<file path="src/dcc_pkg.sv">
// constants for the dual comparator control block: register map, field
// positions, reset values and the reference ladder arithmetic.
// assumes a 32-bit AXI4-Lite register bus with byte addresses.
`default_nettype none
package dcc_pkg;
	// register byte addresses
	localparam logic [7:0] ADDR_CMP_CTRL = 8'h00;
	localparam logic [7:0] ADDR_REF_CTRL = 8'h04;
	localparam logic [7:0] ADDR_INT_STATUS = 8'h08;
	localparam logic [7:0] ADDR_INT_MASK = 8'h0C;

	// comparator_control field positions
	localparam int IDLE_STOP_BIT = 15;
	localparam int EVT_B_BIT = 13;
	localparam int EVT_A_BIT = 12;
	localparam int ON_B_BIT = 11;
	localparam int ON_A_BIT = 10;
	localparam int PAD_B_BIT = 9;
	localparam int PAD_A_BIT = 8;
	localparam int RES_B_BIT = 7;
	localparam int RES_A_BIT = 6;
	localparam int INV_B_BIT = 5;
	localparam int INV_A_BIT = 4;
	localparam int MINUS_B_BIT = 3;
	localparam int PLUS_B_BIT = 2;
	localparam int MINUS_A_BIT = 1;
	localparam int PLUS_A_BIT = 0;
	// plain read/write bits; events and results are handled apart
	localparam logic [15:0] CMP_CTRL_WMASK = 16'h8F3F;
	localparam logic [15:0] CMP_CTRL_RESET = 16'h0000;

	// reference_level_control field positions
	localparam int REF_POWER_BIT = 7;
	localparam int REF_PIN_BIT = 6;
	localparam int REF_RANGE_BIT = 5;
	localparam int REF_SRC_BIT = 4;
	localparam int REF_LEVEL_LSB = 0;
	localparam int REF_LEVEL_W = 4;
	localparam logic [15:0] REF_CTRL_WMASK = 16'h00FF;
	localparam logic [15:0] REF_CTRL_RESET = 16'h0000;

	// interrupt status and mask layout
	localparam int INT_A_BIT = 0;
	localparam int INT_B_BIT = 1;
	localparam logic [1:0] INT_STATUS_RESET = 2'h0;
	localparam logic [1:0] INT_MASK_RESET = 2'h0;

	// reference level as a fraction of the source span, in 96ths:
	// fine range level/24 = 4*level/96, coarse 1/4 + level/32
	localparam int REF_DENOM = 96;
	localparam int REF_FRAC_W = 7;
	localparam logic [6:0] REF_FINE_STEP = 7'h04;
	localparam logic [6:0] REF_COARSE_STEP = 7'h03;
	localparam logic [6:0] REF_COARSE_BASE = 7'h18;
	localparam logic [6:0] REF_FRAC_RESET = 7'h18;

	// bus answers
	localparam logic [1:0] RESP_OKAY = 2'h0;
	localparam logic [1:0] RESP_SLVERR = 2'h2;
endpackage
`default_nettype wire

</file>
<file path="src/dcc_top.sv">
// dual comparator control: control/status registers, result capture,
// change events, interrupt, pad drive and reference ladder selection.
// assumes the analog front end reports each comparator's raw decision
// (selected plus input above selected minus input) as a digital level.
//
// Added by the designer: register access over AXI4-Lite and the address map.
`timescale 1ns/1ns
`default_nettype none

// Functional notes
// idle_stop in idle mode blocks interrupts; comparators stay enabled.
// comparator B event flag sets when its result changes; else reads zero.
// comparator A event flag sets when its result changes; else reads zero.
// each comparator works only while its on bit is one.
// result drives its pad only while the pad-drive bit is one.
// comparator B result is plus-above-minus, complemented when inverted.
// comparator A result is plus-above-minus, complemented when inverted.
// invert bit complements the output; clear passes it unchanged.
// minus select one picks plus pin, zero picks minus pin.
// plus select one picks plus pin, zero picks internal reference.
// reference power bit powers the ladder up or down.
// reference pin-output bit connects reference level to its pin.
// two ranges of 16 levels: span/24 steps, or span/32 plus quarter.
// source select picks external reference pins or analog supply rails.
// level 0..15 sets output: level/24 span, or span/4 plus level/32.
// software waits for reference settling before trusting results.
// event flags stay set until written zero; new events raise interrupts.
// change detection compares synced inverted result with its last sample.
module dcc_top (
	input wire logic MCLK,
	input wire logic RST_N,
	input wire logic IDLE_MODE,
	input wire logic CMP_A_RAW,
	input wire logic CMP_B_RAW,
	output logic CMP_A_ON,
	output logic CMP_B_ON,
	output logic CMP_A_PLUS_SELECT,
	output logic CMP_A_MINUS_SELECT,
	output logic CMP_B_PLUS_SELECT,
	output logic CMP_B_MINUS_SELECT,
	output logic CMP_A_PAD_O,
	output logic CMP_A_PAD_OE,
	output logic CMP_B_PAD_O,
	output logic CMP_B_PAD_OE,
	output logic REF_POWER,
	output logic REF_PIN_OUTPUT,
	output logic REF_RANGE_SELECT,
	output logic REF_SOURCE_SELECT,
	output logic [3:0] REF_LEVEL,
	output logic [6:0] REF_FRACTION,
	output logic IRQ,
	input wire logic [7:0] S_AXI_AWADDR,
	input wire logic S_AXI_AWVALID,
	output logic S_AXI_AWREADY,
	input wire logic [31:0] S_AXI_WDATA,
	input wire logic [3:0] S_AXI_WSTRB,
	input wire logic S_AXI_WVALID,
	output logic S_AXI_WREADY,
	output logic [1:0] S_AXI_BRESP,
	output logic S_AXI_BVALID,
	input wire logic S_AXI_BREADY,
	input wire logic [7:0] S_AXI_ARADDR,
	input wire logic S_AXI_ARVALID,
	output logic S_AXI_ARREADY,
	output logic [31:0] S_AXI_RDATA,
	output logic [1:0] S_AXI_RRESP,
	output logic S_AXI_RVALID,
	input wire logic S_AXI_RREADY
);
	logic [15:0] cmp_cfg;
	logic [15:0] ref_cfg;
	logic [1:0] evt;
	logic [1:0] res;
	logic [1:0] sync1;
	logic [1:0] sync2;
	logic [1:0] int_status;
	logic [1:0] int_mask;
	logic [6:0] ref_frac;
	logic irq;
	logic bvalid;
	logic [1:0] bresp;
	logic rvalid;
	logic [1:0] rresp;
	logic [31:0] rdata;

	logic wr_take;
	logic rd_take;
	logic wr_cmp;
	logic wr_ref;
	logic wr_mask;
	logic rd_status;
	logic [1:0] on;
	logic [1:0] inv;
	logic [1:0] pad;
	logic [1:0] next_res;
	logic [1:0] chg;
	logic [1:0] clr_evt;
	logic idle_block;
	logic [15:0] cmp_view;
	logic [15:0] wbits;
	logic [3:0] level;

	assign on = {cmp_cfg[dcc_pkg::ON_B_BIT], cmp_cfg[dcc_pkg::ON_A_BIT]};
	assign inv = {cmp_cfg[dcc_pkg::INV_B_BIT], cmp_cfg[dcc_pkg::INV_A_BIT]};
	assign pad = {cmp_cfg[dcc_pkg::PAD_B_BIT], cmp_cfg[dcc_pkg::PAD_A_BIT]};
	assign level = ref_cfg[dcc_pkg::REF_LEVEL_LSB +: dcc_pkg::REF_LEVEL_W];

	// ---------------- bus slave ----------------
	// address and data are taken together; a master offering one first
	// simply waits, which AXI permits since ready may depend on valid
	assign wr_take = S_AXI_AWVALID & S_AXI_WVALID & ~bvalid;
	assign rd_take = S_AXI_ARVALID & ~rvalid;
	assign S_AXI_AWREADY = wr_take;
	assign S_AXI_WREADY = wr_take;
	assign S_AXI_ARREADY = ~rvalid;
	assign wr_cmp = wr_take & (S_AXI_AWADDR == dcc_pkg::ADDR_CMP_CTRL);
	assign wr_ref = wr_take & (S_AXI_AWADDR == dcc_pkg::ADDR_REF_CTRL);
	assign wr_mask = wr_take & (S_AXI_AWADDR == dcc_pkg::ADDR_INT_MASK);
	assign rd_status = rd_take & (S_AXI_ARADDR == dcc_pkg::ADDR_INT_STATUS);
	// byte lanes 0 and 1 cover the 16 implemented bits
	assign wbits = {{8{S_AXI_WSTRB[1]}}, {8{S_AXI_WSTRB[0]}}};

	always_ff @(posedge MCLK or negedge RST_N) begin
		if (!RST_N) begin
			bvalid <= 1'b0;
			bresp <= dcc_pkg::RESP_OKAY;
		end else if (wr_take) begin
			bvalid <= 1'b1;
			if (wr_cmp || wr_ref || wr_mask ||
			    S_AXI_AWADDR == dcc_pkg::ADDR_INT_STATUS) begin
				bresp <= dcc_pkg::RESP_OKAY;
			end else begin
				bresp <= dcc_pkg::RESP_SLVERR;
			end
		end else if (S_AXI_BREADY) begin
			bvalid <= 1'b0;
		end
	end

	assign cmp_view = cmp_cfg |
		(16'(evt[1]) << dcc_pkg::EVT_B_BIT) |
		(16'(evt[0]) << dcc_pkg::EVT_A_BIT) |
		(16'(res[1]) << dcc_pkg::RES_B_BIT) |
		(16'(res[0]) << dcc_pkg::RES_A_BIT);

	always_ff @(posedge MCLK or negedge RST_N) begin
		if (!RST_N) begin
			rvalid <= 1'b0;
			rresp <= dcc_pkg::RESP_OKAY;
			rdata <= 32'h0000_0000;
		end else if (rd_take) begin
			rvalid <= 1'b1;
			rresp <= dcc_pkg::RESP_OKAY;
			case (S_AXI_ARADDR)
				dcc_pkg::ADDR_CMP_CTRL: rdata <= {16'h0000, cmp_view};
				dcc_pkg::ADDR_REF_CTRL: rdata <= {16'h0000, ref_cfg};
				dcc_pkg::ADDR_INT_STATUS: rdata <= {30'h0000_0000, int_status};
				dcc_pkg::ADDR_INT_MASK: rdata <= {30'h0000_0000, int_mask};
				default: begin
					rdata <= 32'h0000_0000;
					rresp <= dcc_pkg::RESP_SLVERR;
				end
			endcase
		end else if (S_AXI_RREADY) begin
			rvalid <= 1'b0;
		end
	end

	assign S_AXI_BVALID = bvalid;
	assign S_AXI_BRESP = bresp;
	assign S_AXI_RVALID = rvalid;
	assign S_AXI_RRESP = rresp;
	assign S_AXI_RDATA = rdata;

	// ---------------- configuration registers ----------------
	always_ff @(posedge MCLK or negedge RST_N) begin
		if (!RST_N) begin
			cmp_cfg <= dcc_pkg::CMP_CTRL_RESET;
		end else if (wr_cmp) begin
			cmp_cfg <= (cmp_cfg & ~(wbits & dcc_pkg::CMP_CTRL_WMASK)) |
				(S_AXI_WDATA[15:0] & wbits & dcc_pkg::CMP_CTRL_WMASK);
		end
	end

	always_ff @(posedge MCLK or negedge RST_N) begin
		if (!RST_N) begin
			ref_cfg <= dcc_pkg::REF_CTRL_RESET;
		end else if (wr_ref) begin
			ref_cfg <= (ref_cfg & ~(wbits & dcc_pkg::REF_CTRL_WMASK)) |
				(S_AXI_WDATA[15:0] & wbits & dcc_pkg::REF_CTRL_WMASK);
		end
	end

	always_ff @(posedge MCLK or negedge RST_N) begin
		if (!RST_N) begin
			int_mask <= dcc_pkg::INT_MASK_RESET;
		end else if (wr_mask && S_AXI_WSTRB[0]) begin
			int_mask <= S_AXI_WDATA[1:0];
		end
	end

	// ---------------- comparator results and events ----------------
	// two flops because the analog decision is asynchronous to MCLK
	always_ff @(posedge MCLK or negedge RST_N) begin
		if (!RST_N) begin
			sync1 <= 2'h0;
			sync2 <= 2'h0;
		end else begin
			sync1 <= {CMP_B_RAW, CMP_A_RAW};
			sync2 <= sync1;
		end
	end

	// a disabled comparator reads zero and reports no change
	assign next_res = on & (sync2 ^ inv);
	assign chg = on & (next_res ^ res);

	always_ff @(posedge MCLK or negedge RST_N) begin
		if (!RST_N) begin
			res <= 2'h0;
		end else begin
			res <= next_res;
		end
	end

	// writing zero clears a flag, writing one leaves it; a change in the
	// same cycle as the clearing write keeps the flag set
	assign clr_evt[1] = wr_cmp & S_AXI_WSTRB[1] &
		~S_AXI_WDATA[dcc_pkg::EVT_B_BIT];
	assign clr_evt[0] = wr_cmp & S_AXI_WSTRB[1] &
		~S_AXI_WDATA[dcc_pkg::EVT_A_BIT];

	always_ff @(posedge MCLK or negedge RST_N) begin
		if (!RST_N) begin
			evt <= 2'h0;
		end else begin
			evt[1] <= chg[1] | (evt[1] & ~clr_evt[1]);
			evt[0] <= chg[0] | (evt[0] & ~clr_evt[0]);
		end
	end

	// ---------------- interrupt ----------------
	// comparators keep running while idle; only the request is held back
	assign idle_block = cmp_cfg[dcc_pkg::IDLE_STOP_BIT] & IDLE_MODE;

	always_ff @(posedge MCLK or negedge RST_N) begin
		if (!RST_N) begin
			int_status <= dcc_pkg::INT_STATUS_RESET;
		end else begin
			int_status <= (chg & {2{~idle_block}}) |
				(int_status & {2{~rd_status}});
		end
	end

	always_ff @(posedge MCLK or negedge RST_N) begin
		if (!RST_N) begin
			irq <= 1'b0;
		end else begin
			irq <= |(int_status & int_mask);
		end
	end

	assign IRQ = irq;

	// ---------------- reference ladder ----------------
	always_ff @(posedge MCLK or negedge RST_N) begin
		if (!RST_N) begin
			ref_frac <= dcc_pkg::REF_FRAC_RESET;
		end else if (ref_cfg[dcc_pkg::REF_RANGE_BIT]) begin
			ref_frac <= 7'(level * dcc_pkg::REF_FINE_STEP);
		end else begin
			ref_frac <= dcc_pkg::REF_COARSE_BASE +
				7'(level * dcc_pkg::REF_COARSE_STEP);
		end
	end

	assign REF_FRACTION = ref_frac;
	assign REF_POWER = ref_cfg[dcc_pkg::REF_POWER_BIT];
	assign REF_PIN_OUTPUT = ref_cfg[dcc_pkg::REF_PIN_BIT];
	assign REF_RANGE_SELECT = ref_cfg[dcc_pkg::REF_RANGE_BIT];
	assign REF_SOURCE_SELECT = ref_cfg[dcc_pkg::REF_SRC_BIT];
	assign REF_LEVEL = level;

	// ---------------- analog controls and pads ----------------
	assign CMP_A_ON = on[0];
	assign CMP_B_ON = on[1];
	assign CMP_A_PLUS_SELECT = cmp_cfg[dcc_pkg::PLUS_A_BIT];
	assign CMP_B_PLUS_SELECT = cmp_cfg[dcc_pkg::PLUS_B_BIT];
	assign CMP_A_MINUS_SELECT = cmp_cfg[dcc_pkg::MINUS_A_BIT];
	assign CMP_B_MINUS_SELECT = cmp_cfg[dcc_pkg::MINUS_B_BIT];
	assign CMP_A_PAD_O = res[0];
	assign CMP_B_PAD_O = res[1];
	assign CMP_A_PAD_OE = pad[0];
	assign CMP_B_PAD_OE = pad[1];

	// ---------------- checks ----------------
	a_idle_no_irq: assert property (@(posedge MCLK) disable iff (!RST_N)
		idle_block |=> (int_status & ~$past(int_status)) == 2'h0)
		else $error("interrupt status rose while idle stop held");

	a_evt_b_set: assert property (@(posedge MCLK) disable iff (!RST_N)
		chg[1] |=> evt[1] && cmp_view[dcc_pkg::EVT_B_BIT])
		else $error("comparator B change did not set its flag");

	a_evt_a_set: assert property (@(posedge MCLK) disable iff (!RST_N)
		chg[0] |=> evt[0] && cmp_view[dcc_pkg::EVT_A_BIT])
		else $error("comparator A change did not set its flag");

	a_off_reads_zero: assert property (@(posedge MCLK) disable iff (!RST_N)
		!on[0] && !on[1] |=> res == 2'h0 && !evt[0] || $past(evt[0]))
		else $error("disabled comparator produced a result");

	a_pad_gated: assert property (@(posedge MCLK) disable iff (!RST_N)
		!cmp_cfg[dcc_pkg::PAD_B_BIT] |-> !CMP_B_PAD_OE)
		else $error("comparator B pad driven without pad drive");

	a_pad_b_write: assert property (@(posedge MCLK) disable iff (!RST_N)
		wr_cmp && S_AXI_WSTRB[1] |=>
		CMP_B_PAD_OE == $past(S_AXI_WDATA[dcc_pkg::PAD_B_BIT]))
		else $error("comparator B pad enable does not follow its write");

	a_result_b_val: assert property (@(posedge MCLK) disable iff (!RST_N)
		on[1] ##1 on[1] |->
		res[1] == ($past(CMP_B_RAW, 3) ^ $past(inv[1])))
		else $error("comparator B result wrong");

	a_result_a_val: assert property (@(posedge MCLK) disable iff (!RST_N)
		on[0] ##1 on[0] |->
		res[0] == ($past(CMP_A_RAW, 3) ^ $past(inv[0])))
		else $error("comparator A result wrong");

	a_ref_level_map: assert property (@(posedge MCLK) disable iff (!RST_N)
		$stable(ref_cfg) |=> ref_frac == ($past(REF_RANGE_SELECT) ?
		7'($past(level) * 4) : 7'(24 + $past(level) * 3)))
		else $error("reference fraction does not match level");

	a_evt_sticky: assert property (@(posedge MCLK) disable iff (!RST_N)
		evt[0] && !clr_evt[0] |=> evt[0])
		else $error("comparator A flag cleared without a write");

	a_irq_follows: assert property (@(posedge MCLK) disable iff (!RST_N)
		|(int_status & int_mask) |=> IRQ)
		else $error("unmasked status did not raise the interrupt");

	// a masked status bit must stay silent on the interrupt line
	a_irq_masked: assert property (@(posedge MCLK) disable iff (!RST_N)
		(int_status & int_mask) == 2'h0 |=> !IRQ)
		else $error("interrupt raised with every status bit masked");

	a_status_set: assert property (@(posedge MCLK) disable iff (!RST_N)
		chg != 2'h0 && !idle_block |=>
		(int_status & $past(chg)) == $past(chg))
		else $error("comparator change did not set interrupt status");
endmodule
`default_nettype wire

</file>
<file path="config.mk">
export PLATFORM = sky130hd
export DESIGN_NAME = dcc_top
export DESIGN_NICKNAME = d
export VERILOG_FILES = /design/src/dcc_pkg.sv /design/src/dcc_top.sv
export SDC_FILE = /design/constraint.sdc
export NUM_CORES = 1
export LEC_CHECK = 0
export BUFFER_PORTS_ARGS = -buffer_cell sky130_fd_sc_hd__buf_2
export CAP_MARGIN = 20
export CELL_PAD_IN_SITES_DETAIL_PLACEMENT = 0
export CELL_PAD_IN_SITES_GLOBAL_PLACEMENT = 2
export CORE_MARGIN = 2
export CORE_UTILIZATION = 26
export CTS_BUF_LIST = sky130_fd_sc_hd__clkbuf_8
export DETAILED_ROUTE_END_ITERATION = 16
export PLACE_DENSITY = 0.78
export SLEW_MARGIN = 20
export SYNTH_ARGS = -nofsm -noshare
export SYNTH_HDL_FRONTEND = slang
export SYNTH_SLANG_ARGS = --single-unit
</file>
<file path="constraint.sdc">
create_clock -name MCLK -period 2.05 [get_ports MCLK]
set_clock_uncertainty 0.15 [all_clocks]
set_input_delay 0.1025 -clock MCLK [delete_from_list [all_inputs] [get_ports MCLK]]
set_output_delay 0.1025 -clock MCLK [all_outputs]
set_load 0.01 [all_outputs]
</file>
==> reports/qor.yml <==
ys_ff_latch: 58
clk_transition_reported_paths_ps: 60
via_per_inst: 4.220
p_leak_uw: 0.001934
dpl_cell_area_um2: 3269
rows: 37
synth_edf_count: 0
fmax_ghz: 0.5225
initial_core_util_pct: 26.31
grt_max_degree: 59
die_h_um: 105.5
gp_congestion: 0.7272
layout_setup_ws_ps: 136.0
htree_levels: 3
worstMarginPinSlew_ps: 694.1
grt_pass1_wl_um: 10010
async_reset_ff_share_pct: 100.0
first_global_vias: 1981
cp-start-kind: "flip-flop"
grt_usage_pct: 11.81
ir_drop_uv: 232.0
crit_required_ps: 2150
seq_area_frac_synth_pct: 54.25
post-cts-setup-buffers: 0
postLayoutCellArea_um2: 3631
fin_setup_tns_ps: 0
post-route-period-util_pct: 93.37
crit_arrival_ps: 2010
die-area_um2: 11140
place_ws_ps: 110.0
core-area_um2: 10180
setup_viol: 0
synthCells: 206
detail-route-antenna-nets: 0
wire_per_inst_um: 13.59
clk_latency_ps: 330
die-width_um: 105.5
antenna_found_initial: 0
critPathBufInv: 1
io_pins: 129
grt_overflow: 0
maxCapViolCount: 0
routed_wl_um: 6359
dp_hpwl_um: 4702
yosysWarnings: 0
syn_to_final_growth_pct: 35.48
drtIter0Drc: 70
cts_root_buf: "clkbuf_8"
p_per_area_nw_per_um2: 620.2
slowest_delay_ps: 430
cp_common_cell: "ha_1"
slowest_stage: "dfrtp_1"
ys_types: 37
cp_cell_sequence: "ha_1 -> ha_1 -> inv_1 -> fa_1 -> xnor2_1 -> o21ai_0"
worst_slew_margin_rel_pct: 53.73
portBuffers: 90
crit_fanout: 4
layout_min_cycle_time_ps: 1914
synth-main-ff-cell: "dfrtp_1"
crit_family: "adder cells"
synth.cell_area_um2: 2680
cts_num_sinks: 58
drive_gt1_share_pct: 42.77
nNetsFinal: 396
via_count: 1975
slew_violations: 0
cts_tree: "done"
totalPowerFinal_uw: 2252
r2r_slack_ps: 140
fin_util_pct: 35.65
timing_hold_violations_final: 0
outcome: "finished, final reports clean"
rsz0062_at_grt: "false"
cts_buffers: 9
path_class: "flip-flop to flip-flop"
firstDrtPassIters: 4
synth_area_per_cell_um2: 13.01
endpoint_kind: "flip-flop"
hold_path.class: "primary input to flip-flop"
antennaDiodeCount: 0
drc: 0
clockBufferDepth: 2
[path summary, 6_finish.rpt]
path,from,endpoint,cells after the start
min,S_AXI_ARADDR[7],int_status[1]$_DFF_PN0_,4
max reg2reg,flip-flop,REF_FRACTION[4]$_DFF_PN1_,6
max,flip-flop,REF_FRACTION[4]$_DFF_PN1_,6
min reg2reg,sync1[1]$_DFF_PN0_,sync2[1]$_DFF_PN0_,0
max in group asynchronous,RST_N,REF_FRACTION[4]$_DFF_PN1_,3
min in group asynchronous,RST_N,S_AXI_BRESP[1]$_DFFE_PN0P_,3
[layout make-up]
| class | count | area [µm²] |
|---|---|---|
| fillers | 1041 | 6554 |
| clock buffers | 9 | 123.9 |
| well taps | 136 | 170.2 |
| multi-input cells | 128 | 1069 |
| clock inverters | 7 | 27.53 |
| flip-flops and latches | 58 | 1454 |
| inverters | 11 | 41.29 |
| repair buffers | 119 | 745.7 |
[worst reg2reg max path, cell delays in order (launching register included)]
cell,delay [ps]
dfrtp_1,430
ha_1,310
ha_1,180
inv_1,60
fa_1,410
xnor2_1,140
o21ai_0,150
[per-layer routing]
metal | up-vias | wire (µm) | global-route usage [%]
met1 | 977 | 2751 | 14.34
met2 | 65 | 3128 | 19.22
met3 | 11 | 337 | 3.463
met5 | - | 0 | 0
met4 | 0 | 142 | 5.639
li1 | 922 | - | -
[through the flow]
step / std cells / hold WS (ps)
CTS: 468 / 28.96
detailed placement: 431 / -13.81
finish: 468 / 48.30
global route: 468 / 60.44
global placement: 431 / -20.29
floorplan: 224 / -343.1
[repair_timing]
action                                 4_1_cts  5_1_grt
endpoints found under the hold margin       87        0
resized for setup                            0        0
hold buffers                                21        0
[layout by cell type (no fill, tap or decap), types with 5 or more instances in the layout]
cell type	count
and2_1	5
nand2_1	8
mux2i_1	7
ha_1	5
mux2_2	20
conb_1	19
clkbuf_8	9
o21ai_0	9
buf_4	6
buf_2	90
dfrtp_1	56
dlygate4sd3_1	21
a22o_1	10
inv_1	17
[synth_stat cells (2+ instances only)]
cell | n | area, µm²
nor2_1 | 3 | 11.26
or4_4 | 2 | 22.52
dfstp_2 | 2 | 52.55
mux4_2 | 2 | 45.04
a22o_1 | 10 | 87.58
nand2_1 | 8 | 30.03
a32o_1 | 2 | 20.02
mux2i_1 | 7 | 70.07
mux2_2 | 20 | 225.2
ha_1 | 5 | 62.56
xnor2_1 | 2 | 17.52
inv_1 | 11 | 41.29
nor3_1 | 2 | 10.01
a21oi_1 | 3 | 15.01
o21ai_0 | 9 | 45.04
nor4_4 | 3 | 63.81
mux2_4 | 2 | 30.03
a221o_1 | 2 | 20.02
clkbuf_1 | 6 | 22.52
nand3b_1 | 4 | 30.03
fa_1 | 2 | 40.04
dfrtp_1 | 56 | 1401
and2_1 | 5 | 31.28
or3b_2 | 2 | 17.52
xor2_1 | 4 | 35.03
nor2b_1 | 2 | 12.51
buf_4 | 20 | 150.1
[report_power, final]
part / total (µW) / switching, µW / internal, µW
clock network: 841 / 431 / 410
registers: 1190 / 16.6 / 1170
logic: 225 / 120 / 105
total: 2250 / 568 / 1680
[logic make-up after synthesis]
kind of cell / after synthesis / synth area share (%)
AOI/OAI and AO/OA: 26 / 7.002
xor gates and xnor gates: 6 / 1.961
adders and majority gates: 7 / 3.828
buffers and inverters: 38 / 8.403
DFF: 58 / 54.25
muxes: 31 / 13.82
other: 1 / 0.1399
and+or+nand+nor: 39 / 10.60
Note: power is estimated with default switching activity, not from simulation.
